## src/rtl/sfsr_pkg.sv

```systemverilog
/*
  sfsr_pkg: constants, status layout, pin bundle and states of the
  serial flash status register block.
  assumes: shared by sfsr_top and sfsr_top_test; no other dependency.
*/
package sfsr_pkg;

  // opcodes seen by this block
  localparam logic [7:0] OPC_READ_STATUS = 8'h05;
  localparam logic [7:0] OPC_WRITE_STATUS = 8'h01;

  // status bit positions
  localparam int BIT_LOCK = 7;
  localparam int BIT_SEQ = 6;
  localparam int BIT_ERR = 5;
  localparam int BIT_PIN = 4;
  localparam int BIT_SWP_HI = 3;
  localparam int BIT_SWP_LO = 2;
  localparam int BIT_WEL = 1;
  localparam int BIT_BUSY = 0;

  // reset values
  localparam logic RST_LOCK = 1'h0;
  localparam logic RST_ERR = 1'h0;
  localparam logic RST_WEL = 1'h0;
  localparam logic [1:0] RST_SWP = 2'h3;

  // protection summary codes
  localparam logic [1:0] SWP_NONE = 2'h0;
  localparam logic [1:0] SWP_SOME = 2'h1;
  localparam logic [1:0] SWP_ALL = 2'h3;

  // bit counter limits
  localparam logic [2:0] LAST_BIT = 3'h7;
  localparam logic [2:0] FIRST_BIT = 3'h0;

  // status byte, bit 7 first
  typedef struct packed {
    logic lock;
    logic seq_mode;
    logic prog_err;
    logic pin_state;
    logic [1:0] sw_protect_summary;
    logic write_enable_latch;
    logic busy;
  } sfsr_status_t;

  // raw pins: select, serial clock, serial in, write-protect
  typedef struct packed {
    logic cs_n;
    logic sck;
    logic si;
    logic wp_n;
  } sfsr_pins_t;

  typedef enum {
    ST_IDLE,
    ST_OPCODE,
    ST_STATUS,
    ST_WRDATA,
    ST_IGNORE
  } sfsr_state_t;

endpackage : sfsr_pkg

```

## src/rtl/sfsr_sync.sv

```systemverilog
/*
  sfsr_sync: two flip-flop synchroniser for a bundle of pin levels.
  assumes: inputs are asynchronous levels; the first stage is read
  only by the second.
*/
`timescale 1ns/1ps

module sfsr_sync #(
  parameter int W = 4
) (
  // clock and reset
  input wire logic clk,
  input wire logic reset_n,
  // levels
  input wire logic [W-1:0] d,
  output logic [W-1:0] q
);

  logic [W-1:0] meta_ff;
  logic [W-1:0] q_ff;

  // reset to idle pin levels: select and write-protect high
  always_ff @(posedge clk or negedge reset_n) begin
    if (!reset_n) begin
      meta_ff <= '1;
      q_ff <= '1;
    end else begin
      meta_ff <= d;
      q_ff <= meta_ff;
    end
  end

  assign q = q_ff;

endmodule : sfsr_sync

```

## src/rtl/sfsr_top.sv

```systemverilog
/*
  sfsr_top: status register of a serial flash with its spi slave
  front end for read-status and write-status, modes 0 and 3.
  assumes: the device core drives busy, mode, protection summary and
  completion events on core_clk; spi pins are asynchronous and much
  slower than core_clk (at least 4 core cycles per sck phase).
*/
`timescale 1ns/1ps

// How it works
// - read-status opcode starts output on next clocks
// - msb first, wraps from bit 0 to 7
// - every repeated byte is sampled anew
// - read-status accepted even while busy
// - select release ends read, output floats
// - only bit 7 lock is software writable
// - lock set blocks sector protect commands
// - lock clears after reset
// - pin asserted lets lock go only 0 to 1
// - bit 6 shows sequential program mode
// - bit 5 error refreshed per program/erase
// - aborted operation leaves error bit alone
// - bit 4 mirrors write-protect pin
// - bits 3:2 give none/some/all protected
// - latch clear rejects write-type commands
// - write-enable latch clears after reset
// - latch auto-clears on listed completions/aborts
// - incomplete opcode leaves latch set
// - bit 0 shows busy
// - opcode 01h plus byte writes lock
module sfsr_top (
  // clock and reset
  input wire logic core_clk,
  input wire logic reset_n,
  // spi and write-protect pins
  input wire sfsr_pkg::sfsr_pins_t pins,
  output logic so_out,
  output logic so_oe,
  // device core status
  input wire logic core_busy,
  input wire logic core_seq_mode,
  input wire logic core_any_protected,
  input wire logic core_all_protected,
  input wire logic op_done,
  input wire logic op_failed,
  input wire logic wel_set,
  input wire logic wel_clear,
  // towards device core
  output sfsr_pkg::sfsr_status_t status,
  output logic [7:0] cmd_opcode,
  output logic cmd_strobe,
  output logic write_cmd_enable,
  output logic sector_cmd_enable
);

  sfsr_pkg::sfsr_pins_t pins_s;
  sfsr_pkg::sfsr_state_t state_ff;
  sfsr_pkg::sfsr_state_t nxt_state;
  sfsr_pkg::sfsr_status_t status_ff;
  sfsr_pkg::sfsr_status_t snap_ff;
  logic sck_d_ff;
  logic cs_act_d_ff;
  logic [2:0] cnt_ff;
  logic [7:0] shift_ff;
  logic [7:0] opc_ff;
  logic opc_full_ff;
  logic data_full_ff;
  logic new_lock_ff;
  logic [2:0] ptr_ff;
  logic so_ff;
  logic oe_ff;
  logic strobe_ff;
  logic lock_ff;
  logic err_ff;
  logic wel_ff;
  logic [1:0] swp_ff;
  logic nxt_wel;
  logic nxt_lock;
  logic [1:0] nxt_swp;

  // pins pass two flops before any logic looks at them
  sfsr_sync #(
    .W(4)
  ) u_sync (
    .clk(core_clk),
    .reset_n(reset_n),
    .d(pins),
    .q(pins_s)
  );

  // decode of synchronised pins
  wire cs_act = ~pins_s.cs_n;
  wire sck_rise = pins_s.sck & ~sck_d_ff;
  wire sck_fall = ~pins_s.sck & sck_d_ff;
  wire cs_end = cs_act_d_ff & ~cs_act;
  wire wp_asserted = ~pins_s.wp_n;
  wire [7:0] shift_in = {shift_ff[6:0], pins_s.si};
  wire in_opcode = cs_act & ((state_ff == sfsr_pkg::ST_IDLE) |
                             (state_ff == sfsr_pkg::ST_OPCODE));
  wire opc_last = in_opcode & sck_rise & (cnt_ff == sfsr_pkg::LAST_BIT);
  wire data_last = cs_act & (state_ff == sfsr_pkg::ST_WRDATA) & sck_rise &
                   (cnt_ff == sfsr_pkg::LAST_BIT);
  wire in_status = cs_act & (state_ff == sfsr_pkg::ST_STATUS);
  wire shift_out = in_status & sck_fall;
  wire wr_status_end = cs_end & opc_full_ff &
                       (opc_ff == sfsr_pkg::OPC_WRITE_STATUS);
  // pin asserted: lock may not go from 1 back to 0
  wire lock_blocked = wp_asserted & lock_ff & ~new_lock_ff;
  wire lock_write_ok = wel_ff & data_full_ff & ~lock_blocked;
  // live byte for bit 7, snapshot for the rest of the same byte
  wire out_bit = (ptr_ff == sfsr_pkg::LAST_BIT) ? status_ff[ptr_ff] :
                 snap_ff[ptr_ff];

  // command state
  always_comb begin
    nxt_state = state_ff;
    case (state_ff)
      sfsr_pkg::ST_IDLE,
      sfsr_pkg::ST_OPCODE: begin
        if (!cs_act) begin
          nxt_state = sfsr_pkg::ST_IDLE;
        end else if (opc_last) begin
          // no busy check here: status is readable at any time
          if (shift_in == sfsr_pkg::OPC_READ_STATUS) begin
            nxt_state = sfsr_pkg::ST_STATUS;
          end else if (shift_in == sfsr_pkg::OPC_WRITE_STATUS) begin
            nxt_state = sfsr_pkg::ST_WRDATA;
          end else begin
            nxt_state = sfsr_pkg::ST_IGNORE;
          end
        end else begin
          nxt_state = sfsr_pkg::ST_OPCODE;
        end
      end
      sfsr_pkg::ST_WRDATA: begin
        if (!cs_act) begin
          nxt_state = sfsr_pkg::ST_IDLE;
        end else if (data_last) begin
          // further bytes are ignored
          nxt_state = sfsr_pkg::ST_IGNORE;
        end
      end
      sfsr_pkg::ST_STATUS,
      sfsr_pkg::ST_IGNORE: begin
        if (!cs_act) begin
          nxt_state = sfsr_pkg::ST_IDLE;
        end
      end
      default: begin
        nxt_state = sfsr_pkg::ST_IDLE;
      end
    endcase
  end

  // register next values
  always_comb begin
    nxt_lock = lock_ff;
    if (wr_status_end && lock_write_ok) begin
      nxt_lock = new_lock_ff;
    end
    // a set request wins over a clear in the same cycle
    nxt_wel = wel_ff;
    if (wel_set) begin
      nxt_wel = 1'h1;
    end else if (wel_clear || wr_status_end) begin
      nxt_wel = 1'h0;
    end
    if (core_all_protected) begin
      nxt_swp = sfsr_pkg::SWP_ALL;
    end else if (core_any_protected) begin
      nxt_swp = sfsr_pkg::SWP_SOME;
    end else begin
      nxt_swp = sfsr_pkg::SWP_NONE;
    end
  end

  always_ff @(posedge core_clk or negedge reset_n) begin
    if (!reset_n) begin
      state_ff <= sfsr_pkg::ST_IDLE;
      sck_d_ff <= 1'h1; // same level as the synchroniser reset, no false edge
      cs_act_d_ff <= 1'h0;
    end else begin
      state_ff <= nxt_state;
      sck_d_ff <= pins_s.sck;
      cs_act_d_ff <= cs_act;
    end
  end

  // input shifting on rising sck
  always_ff @(posedge core_clk or negedge reset_n) begin
    if (!reset_n) begin
      cnt_ff <= sfsr_pkg::FIRST_BIT;
      shift_ff <= 8'h00;
    end else if (!cs_act) begin
      cnt_ff <= sfsr_pkg::FIRST_BIT;
    end else if (sck_rise) begin
      cnt_ff <= cnt_ff + 3'h1;
      shift_ff <= shift_in;
    end
  end

  // opcode and write-status data capture
  always_ff @(posedge core_clk or negedge reset_n) begin
    if (!reset_n) begin
      opc_ff <= 8'h00;
      opc_full_ff <= 1'h0;
      data_full_ff <= 1'h0;
      new_lock_ff <= 1'h0;
      strobe_ff <= 1'h0;
    end else begin
      strobe_ff <= opc_last;
      if (state_ff == sfsr_pkg::ST_IDLE) begin
        opc_full_ff <= 1'h0;
        data_full_ff <= 1'h0;
      end
      if (opc_last) begin
        opc_ff <= shift_in;
        opc_full_ff <= 1'h1;
      end
      if (data_last) begin
        // only bit 7 of the data byte matters
        new_lock_ff <= shift_in[sfsr_pkg::BIT_LOCK];
        data_full_ff <= 1'h1;
      end
    end
  end

  // serial output, changes on falling sck
  always_ff @(posedge core_clk or negedge reset_n) begin
    if (!reset_n) begin
      ptr_ff <= sfsr_pkg::LAST_BIT;
      snap_ff <= '0;
      so_ff <= 1'h0;
      oe_ff <= 1'h0;
    end else if (!in_status) begin
      ptr_ff <= sfsr_pkg::LAST_BIT;
      oe_ff <= 1'h0;
    end else if (shift_out) begin
      so_ff <= out_bit;
      oe_ff <= 1'h1;
      ptr_ff <= ptr_ff - 3'h1;
      if (ptr_ff == sfsr_pkg::LAST_BIT) begin
        snap_ff <= status_ff;
      end
    end
  end

  // status flags
  always_ff @(posedge core_clk or negedge reset_n) begin
    if (!reset_n) begin
      lock_ff <= sfsr_pkg::RST_LOCK;
      wel_ff <= sfsr_pkg::RST_WEL;
      err_ff <= sfsr_pkg::RST_ERR;
      swp_ff <= sfsr_pkg::RST_SWP;
    end else begin
      lock_ff <= nxt_lock;
      wel_ff <= nxt_wel;
      swp_ff <= nxt_swp;
      // aborted operations never pulse op_done
      if (op_done) begin
        err_ff <= op_failed;
      end
    end
  end

  // reset seq_mode and busy follow the core, which is idle in reset
  always_ff @(posedge core_clk or negedge reset_n) begin
    if (!reset_n) begin
      status_ff <= '{lock: sfsr_pkg::RST_LOCK, seq_mode: 1'h0,
                     prog_err: sfsr_pkg::RST_ERR, pin_state: 1'h1,
                     sw_protect_summary: sfsr_pkg::RST_SWP, write_enable_latch: sfsr_pkg::RST_WEL,
                     busy: 1'h0};
    end else begin
      status_ff <= '{lock: lock_ff, seq_mode: core_seq_mode,
                     prog_err: err_ff, pin_state: pins_s.wp_n,
                     sw_protect_summary: swp_ff, write_enable_latch: wel_ff,
                     busy: core_busy};
    end
  end

  // outputs
  assign so_out = so_ff;
  assign so_oe = oe_ff;
  assign status = status_ff;
  assign cmd_opcode = opc_ff;
  assign cmd_strobe = strobe_ff;
  assign write_cmd_enable = wel_ff;
  assign sector_cmd_enable = wel_ff & ~lock_ff;
endmodule : sfsr_top

```

## config.mk

```make
export PLATFORM = sky130hd
export DESIGN_NAME = sfsr_top
export DESIGN_NICKNAME = d
export VERILOG_FILES = /design/src/rtl/sfsr_pkg.sv /design/src/rtl/sfsr_sync.sv /design/src/rtl/sfsr_top.sv
export SDC_FILE = /design/constraint.sdc
export NUM_CORES = 1
export LEC_CHECK = 0
export ABC_AREA = 0
export BUFFER_PORTS_ARGS = -buffer_cell sky130_fd_sc_hd__clkbuf_2
export CORE_MARGIN = 2
export CORE_UTILIZATION = 43
export CTS_CLUSTER_DIAMETER = 60
export DETAILED_ROUTE_END_ITERATION = 10
export GPL_ROUTABILITY_DRIVEN = 0
export HOLD_SLACK_MARGIN = 0.08
export PLACE_DENSITY = 0.66
export SYNTH_ARGS = -nofsm -noshare
export SYNTH_HDL_FRONTEND = slang
export SYNTH_SLANG_ARGS = --single-unit
```

## constraint.sdc

```tcl
create_clock -name core_clk -period 2.3 [get_ports core_clk]
set_input_delay 0.23 -clock core_clk [delete_from_list [all_inputs] [get_ports core_clk]]
set_output_delay 0.23 -clock core_clk [all_outputs]
set_load 0.01 [all_outputs]
```

# Word-level counts from Yosys, hierarchy flattened
# Cells that the tools add are included.
# classes
add_sub_neg,2
magnitude_cmp,1
eq_ne,15
muxes,26
bitwise,26
reduce_logical,14
# op_table
op,n
32-bit two-way mux,5
"32-bit by 2-bit == test with 1-bit output, second input constant",3
"32-bit by 3-bit == test with 1-bit output, second input constant",3
32-bit one-hot mux with 3 select lines,1
32-bit zero test,2
"32-bit by 1-bit == test with 1-bit output, second input constant",1
1-bit bitwise AND,18
3-bit two-way mux,6
"8-bit by 1-bit == test with 1-bit output, second input constant",2
1-bit two-way mux,11
"8-bit by 3-bit == test with 1-bit output, second input constant",1
2-bit nonzero test,4
1-bit NOT,7
1-bit binary-select mux with 3-bit select,2
"3-bit == test, second input constant",2
2-bit AND reduction,3
"3-bit by 4-bit less-than comparator with 1-bit output, second input constant",1
"2-bit by 1-bit inequality test with 1-bit output, second input constant",2
2-bit OR reduction,2
"3-bit by 1-bit adder with 3-bit output, second input constant",1
"3-bit by 2-bit inequality test with 1-bit output, second input constant",1
3-bit AND reduction,1
"3-bit by 1-bit subtractor with 3-bit output, second input constant",1
2-bit two-way mux,1
3 further kinds,3
# totals
reg_bits,90
in_bits,14
out_inout_bits,21
word_cells,117

# Longest topological paths before layout
# Gate-level depths: netlist (run 1).
# logic_depth
word_depth,8
ltp_mapped,6
ltp_nobuf,6

# Hierarchy
# A second synthesis (run 1) with hierarchy kept.
# unflattened
cells_unflattened,166
hier_area_um2,2437.3
# modules_own_cells
module,n_inst,cells_each,area_per_inst_um2,seq_area_each_um2
sfsr_top,1,158,2227.1,1337.5
sfsr_sync,1,8,210.2,210.2

# Least setup slack after synthesis (run 1)
# No wires, ideal clock.
# synth_timing
path_kind,register to register
from,register cnt_ff[0]
to,register new_lock_ff
setup_time_ns,0.125
t_arrival_ns,1.584
required_ns,2.175
setup_slack_ns,0.591
stages_incl_launch_ff,6
n_path_buf,0
period_less_slack_ns,1.709
cell_sequence,dfrtp_1 -> ha_1 -> ha_1 -> nand4b_2 -> or4b_4 -> mux2_4
# synth_between
elab_chain_len,2
# synth_lines
item,line_no,source
start: declaration,sfsr_top.sv:63,logic [2:0] cnt_ff;
start signal: assignment,sfsr_top.sv:192,cnt_ff <= sfsr_pkg::FIRST_BIT;
start signal: assignment,sfsr_top.sv:195,cnt_ff <= sfsr_pkg::FIRST_BIT;
start signal: assignment,sfsr_top.sv:197,cnt_ff <= cnt_ff + 3'h1;
3-bit == test,sfsr_top.sv:102,(cnt_ff == sfsr_pkg::LAST_BIT);
1-bit bitwise AND,sfsr_top.sv:101,wire data_last = cs_act & (state_ff == sfsr_pkg::ST_WRDATA) & sck_rise &
end signal: assignment,sfsr_top.sv:222,new_lock_ff <= shift_in[sfsr_pkg::BIT_LOCK];
end: declaration,sfsr_top.sv:68,logic new_lock_ff;
# No other way between the ends.
# A chain may end at the register's enable or synchronous reset.

# Final worst setup path (run 1)
# Same ends and word-level chain as after synthesis.

==> summary.txt, run 1 <==
Timing
  – Final hold vios: 0
  – Slew margin rel.: 61.3%
  – Worst-Margin Slew: 581 ps
  – RSZ-0062 raised after global routing: no
  – Fin crit period: 1800 ps
  – Slew Viols, Final: 0
  – Final Setup Violations: 0
  – Worst Skew: 7.64 ps
  – Max Clock Freq: 555 MHz
  – Setup tns final: 0 ps
  – Crit share post-route: between 70% and 80%

Yosys
  – Sequential fraction of the synthesis area: 63.8%
  – Post-Syn Area: 2430 um^2
  – Avg Cell Area, Syn: 14.4 um^2
  – Gate Count Post-Synth: between 150 and 200
  – Asr flop ratio synth: 100%
  – Post-synth EDFFs: 0
  – Synth Flop Type: dfrtp_1
  – Yosys reg bits: 61
  – Netlist cell types: 40
  – Post-synth net total: roughly 190
  – Ys Warns: 0

CTS
  – Post-cts repair resize count: 0
  – CTS Buffer Depth: 2
  – Clock slew at reported path FFs: 70 ps
  – CTS Sinks: between 60 and 70
  – H-tree depth: 3
  – Root Buffer: clkbuf_8
  – Clock Latency Late Sink: 330 ps
  – CTS Hold Bufs: 9
  – Total setup buffers inserted after CTS: 0
  – CTS tree: built
  – CTS buffer count: 9

Final layout
  – Nets@finish: 236
  – Final Non-Filler Cells: 295
  – P&R area growth vs syn: 22.6%
  – Util after Layout: 54.4%
  – Layout cells sized above 1: 40.8%
  – Antenna Cells: 0

Route
  – DRT iter0 DRCs: 27
  – WL final: 3970 um
  – Wire length per cell: approximately 13 um
  – DRT Pass-1 Iters: 3
  – Vias: 1,452
  – Vias per inst: 4.92
  – DRT antenna net count: 0
  – DRC Markers: 0

Global route
  – Pin count of the biggest net entering global routing: 41
  – Total track usage: roughly 14%
  – Vias in the first global route: around 1,400
  – First-pass GRT wire length: 6640 um
  – Initial antenna violation count: 0
  – Gr ovfl total: 0

Worst setup path
  – Worst r2r dst: new_lock_ff$_DFFE_PN0P_
  – Critical Path RT: 2510 ps
  – CP Class: register to register
  – Crit. Startpoint: cnt_ff[0]$_DFFE_PN0P_
  – Worst r2r src: cnt_ff[0]$_DFFE_PN0P_
  – CP Max Fanout: 3
  – Path depth of the worst reg2reg path: 5
  – CP endpoint kind: register
  – Arr. time, crit path: between 2000 and 2500 ps
  – Crit path launch type: register
  – FF-to-FF setup slack: 500 ps

Hold path
  – HP Start: wel_set
  – Worst min path class: input pin to register
  – Hold EP: write_cmd_enable$_DFFE_PN0P_
  – WHS Path Cells: 2

Floorplanning
  – Initial core utilization: 44.3%
  – Die Footprint: 6260 um^2
  – Core ar.: roughly 5500 um^2
  – Io pins: 35
  – Die W: 79.1 um
  – Row count: 27
  – Die Y: a little under 80 um

Power and ir drop
  – PD cells: 779 nW/um^2
  – Max VDD drop: 0.605 mV
  – Static Leak: 1.48 nW

Placed design
  – Placed insts: 270
  – # port buffers: 34
  – Post-DP HPWL: 2800 um

Job
  – Max Cap Viol: 0

Outcome
  – Outcome: finished, final reports clean
[critical path, stage by stage, from the launching register on]
cell      delay (ps)
dfrtp_1          370
ha_1             160
ha_1             190
nand4b_2         140
or4b_4           520
mux2_4           310
[report_power, final]
part           internal, mW  total [mW]  leakage (nW)  switching (mW)
Combinational        0.0891       0.156         0.615          0.0672
Sequential             1.16        1.23         0.761          0.0704
Clock                 0.555       0.933         0.102           0.378
[layer usage]
layer | vias up | global-route usage (%) | share of wire, %
li1 | 693 | - | -
met1 | 721 | 17.2 | 46
met2 | 32 | 22.7 | 48
met3 | 6 | 6.82 | 5.2
met4 | 0 | 5.17 | 0.83
met5 | - | 0 | 0
[cell usage in the layout (no fill, tap or decap), types with 2 or more instances in the layout]
cell type	count
o21ai_0	7
mux2i_1	3
clkinv_2	2
clkbuf_2	34
o31ai_1	2
dfstp_2	17
nor3_1	3
nor4_1	2
dfrtp_1	44
mux4_2	3
xnor2_1	3
dlygate4sd3_1	9
nor2_1	6
nand3_1	5
mux2_1	15
inv_1	5
clkbuf_8	11
buf_4	2
nor2b_1	3
a21oi_1	2
nand2_1	8
mux2_2	9
ha_1	4
[cells in the mapped netlist, drive strengths merged (3+ instances only)]
library cell	instances	share of area, %
mux2	25	12
nor2	7	1.4
nor2b	3	0.77
nand3	5	1.0
dfstp	17	18
ha	4	2.1
mux2i	3	1.2
nand2	9	1.5
nor3	4	1.0
inv	5	0.77
o21ai	7	1.4
dfrtp	44	45
xnor2	3	1.1
buf	7	1.4
mux4	3	2.8
[state kept, by name (all words and copies together), names as in the netlist, 2 cells and up]
name / cells
cmd_opcode: 8
snap_ff: 8
status: 8
shift_ff: 7
u_sync.meta_ff: 4
u_sync.q: 4
cnt_ff: 3
ptr_ff: 3
state_ff: 3
swp_ff: 2
[stage by stage]
step	hold slack, ps	power, mW	cell area [um^2]	worst slack [ps]
floorplan	-65.6	1.31	2430	591
global placement	265	1.39	2680	507
detailed placement	262	1.40	2680	514
CTS	82.3	2.36	2980	499
global route	84.7	2.44	2980	407
finish	98.3	2.32	2980	499
[worst max path at each step]
stage,cells after the start,end,slack [ps]
2_1_floorplan,5,new_lock_ff$_DFFE_PN0P_,590
3_3_place_gp,4,snap_ff[2]$_DFFE_PN0P_,510
4_1_cts,5,new_lock_ff$_DFFE_PN0P_,500
6_report,5,new_lock_ff$_DFFE_PN0P_,500
5_1_grt,4,snap_ff[0]$_DFFE_PN0P_,410
3_5_place_dp,4,snap_ff[7]$_DFFE_PN0P_,510
[layout make-up]
cell class | instances | area, um^2
fill | 482 | 2500
sequential | 61 | 1550
multi-input combinational | 95 | 821
timing repair buffer | 46 | 295
clock buffer | 12 | 155
tap | 72 | 90.1
clock inverter | 4 | 47.5
inverter | 5 | 18.8
[cells by family after synthesis]
family	share of synthesized area, %
and+or+nand+nor	10.9
AOI/OAI and AO/OA	4.02
DFF	63.8
adders and majority gates	2.06
muxes	15.8
xor gates and xnor gates	1.08
buffers and inverters	2.37
(Power assumes the default switching activity.)
==> inputs of run 2 (changes only) <==
PLACE_DENSITY = 0.68   (was 0.66)
clock period = 1.6 ns   (was 2.3 ns; I/O delays follow)
==> run 2 against run 1 <==
Design area grew 13%. Final cell count increased by 11%. Largest power group unchanged. Count of clock-buffer cells in the layout up 1. Sequential power rose by 44%. Worst hold slack improved by 9.8 ps. Highest routed layer unchanged. Combinational power rose by 71%. Critical endpoint unchanged. First-iteration DRC count up 120%. Die area unchanged. Clock power is 39% higher. Wire length grew 13%. The flow now finishes with violations (setup timing).
==> summary.txt, run 2 (synthesis results as in run 1) <==
Power and ir drop
  – Combinational power share: 8.0% (+1.3 points)
  – Static Leak: 1.66 nW (+12%)
  – Max VDD drop: 0.580 mV (-4.1%)
  – Part of the power in registers: 53.1% (about the same)
  – PD cells: 995 nW/um^2 (+28%)
  – Internal power: 2.55 mW (+41%)
  – Switching share of power: 23.5% (+1.3 points)
  – Psw: 0.784 mW (+52%)
  – Clock share of power: 38.9% (-1.3 points)

Worst setup path
  – CP cell instances: ha_2 > ha_4 > nand4b_2 > or4b_4 > mux2_4
  – Crit path launch type: register
  – Path depth of the worst reg2reg path: 5 (unchanged)
  – Buf/Inv on CP: 0 (unchanged)
  – Crit. path cell count: 5 (unchanged)
  – Critical-path top delay cell: or4b_4
  – CP endpoint kind: register
  – Critical path's top delay family: simple AND/OR/NAND/NOR gates
  – Crit path largest cell delay: 510 ps (about the same)
  – Critical Path RT: 1820 ps (-690 ps)
  – CP Class: register to register
  – Arr. time, crit path: 1950 ps (-60 ps)
  – CP Max Fanout: 2 (-1)

Final layout
  – P&R area growth vs syn: 38.1%
  – Util after Layout: 61.2% (+6.8 points)
  – Nets@finish: 268 (+14%)
  – Fill cells: 434 (-10%)
  – Most frequent cells in the layout: dfrtp_1 (43), clkbuf_2 (34), buf_4 (24)
  – Multi-input gate area: 913 um^2 (+11%)
  – Register area: 1550 um^2 (about the same)
  – Antenna Cells: 0 (unchanged)
  – Most common cell after layout, fill and taps aside: dfrtp_1
  – Final Non-Filler Cells: 327 (+11%)
  – Layout cells sized above 1: 55.7% (+15 points)

Floorplanning
  – Die W: 79.1 um (unchanged)
  – Die Footprint: 6260 um^2 (unchanged)
  – Initial core utilization: 44.3% (unchanged)
  – Row count: 27 (unchanged)
  – Io pins: 35 (unchanged)
  – Die Y: 79.1 um (unchanged)
  – Core ar.: 5470 um^2 (unchanged)

Outcome
  – Failing checks: setup timing
  – Outcome: finished with violations

Timing
  – Hold_ws: 108 ps (+9.83 ps)
  – Max Clock Freq: 579 MHz (+4.2%)
  – Final Setup Violations: 2 (+2)
  – Worst-Margin Slew: 361 ps (-220 ps)
  – Slew Viols, Final: 0 (unchanged)
  – Crit share post-route: 108% (+30 points)
  – Worst Skew: 7.37 ps (-0.272 ps)
  – Fin crit period: 1730 ps (-72.6 ps)
  – Setup tns final: -143 ps (-143 ps)
  – Slew margin rel.: 75.7% (+14 points)
  – RSZ-0062 raised after global routing: yes
  – Worst setup margin: -129 ps (-627 ps)
  – Final hold vios: 0 (unchanged)

Route
  – Vias: 1,566 (+7.9%)
  – WL final: 4500 um (+13%)
  – DRT iter0 DRCs: 60 (+120%)
  – DRC Markers: 0 (unchanged)
  – DRT Pass-1 Iters: 4 (+1)
  – Wire length per cell: 13.8 um (+2.4%)
  – DRT antenna net count: 0 (unchanged)
  – Vias per inst: 4.79 (-2.7%)

Global route
  – Initial antenna violation count: 0 (unchanged)
  – Total track usage: 15.4% (+1.0 points)
  – Gr ovfl total: 0 (unchanged)
  – Vias in the first global route: 1,615 (+12%)
  – First-pass GRT wire length: 7380 um (+11%)
  – Pin count of the biggest net entering global routing: 62 (+51%)

CTS
  – Clock slew at reported path FFs: 70 ps (about the same)
  – Root Buffer: clkbuf_8
  – Clock Latency Late Sink: 330 ps (about the same)
  – CTS tree: built
  – H-tree depth: 3 (unchanged)
  – CTS Buffer Depth: 2 (unchanged)
  – CTS Sinks: 61 (unchanged)
  – CTS buffer count: 9 (unchanged)

Hold path
  – WHS Path Cells: 3 (+1)
  – Worst min path class: input pin to register

Placed design
  – Placed insts: 287 (+6.3%)
  – # port buffers: 34 (unchanged)
  – Post-DP HPWL: 2860 um (+2.2%)

Job
  – Max Cap Viol: 0 (unchanged)
==> run 2: routing by layer <==
layer / global-route usage, % / wire, um / vias to the layer above / part of all wire [%]
met5: 0 / 0 / - / 0
met4: 8.28 / 76 / 0 / 1.7
met3: 3.86 / 144 / 8 / 3.2
met2: 24.5 / 2270 / 28 / 50
met1: 19.4 / 2010 / 778 / 45
li1: - / - / 752 / -
==> run 2: through the flow <==
stage | cell area (um^2) | setup slack (ps) | total power, mW
6_report | 3350 | -129 | 3.33
3_3_place_gp | 2820 | -83.2 | 2.01
3_5_place_dp | 2820 | -111 | 2.02
5_1_grt | 3350 | -183 | 3.51
4_1_cts | 3210 | -113 | 3.37
2_1_floorplan | 2430 | -109 | 1.89
==> run 2: power by group through the flow <==
stage	Clock (mW)	Sequential [mW]	Combinational (mW)
floorplan	0	1.76	0.125
global placement	0	1.79	0.222
detailed placement	0	1.79	0.231
CTS	1.35	1.76	0.259
global route	1.42	1.79	0.294
finish	1.30	1.77	0.266
==> run 2: worst paths after layout <==
| check | start | slack, ps | to |
|---|---|---|---|
| max in group asynchronous | reset_n | 900 | status[4]$_DFF_PN1_ |
| max | cnt_ff[1]$_DFFE_PN0P_ | -130 | new_lock_ff$_DFFE_PN0P_ |
| min reg2reg | swp_ff[1]$_DFF_PN1_ | 360 | status[3]$_DFF_PN1_ |
| min in group asynchronous | reset_n | 380 | snap_ff[0]$_DFFE_PN0P_ |
| min | wel_clear | 110 | write_cmd_enable$_DFFE_PN0P_ |
| max reg2reg | cnt_ff[1]$_DFFE_PN0P_ | -130 | new_lock_ff$_DFFE_PN0P_ |
==> run 2: layout make-up <==
cell class	count	area share, %
multi-input combinational	95	27.3
clock buffer	13	5.34
inverter	5	0.560
sequential	61	46.2
clock inverter	3	0.523
tap	72	2.69
timing repair buffer	78	17.4
==> run 2: worst min-delay path: cells and delay by family <==
kind	cells	cell delay [ps]
AOI/OAI and AO/OA	1	130
buffers and inverters	2	120
==> run 2: repair_timing <==
action,4_1_cts,5_1_grt
setup buffers,7,5
endpoints found under the setup margin,16,20
hold buffers,12,0
hold endpoints to repair,54,0
pin swaps,4,7
gates resized for setup,7,25
cloned,0,0
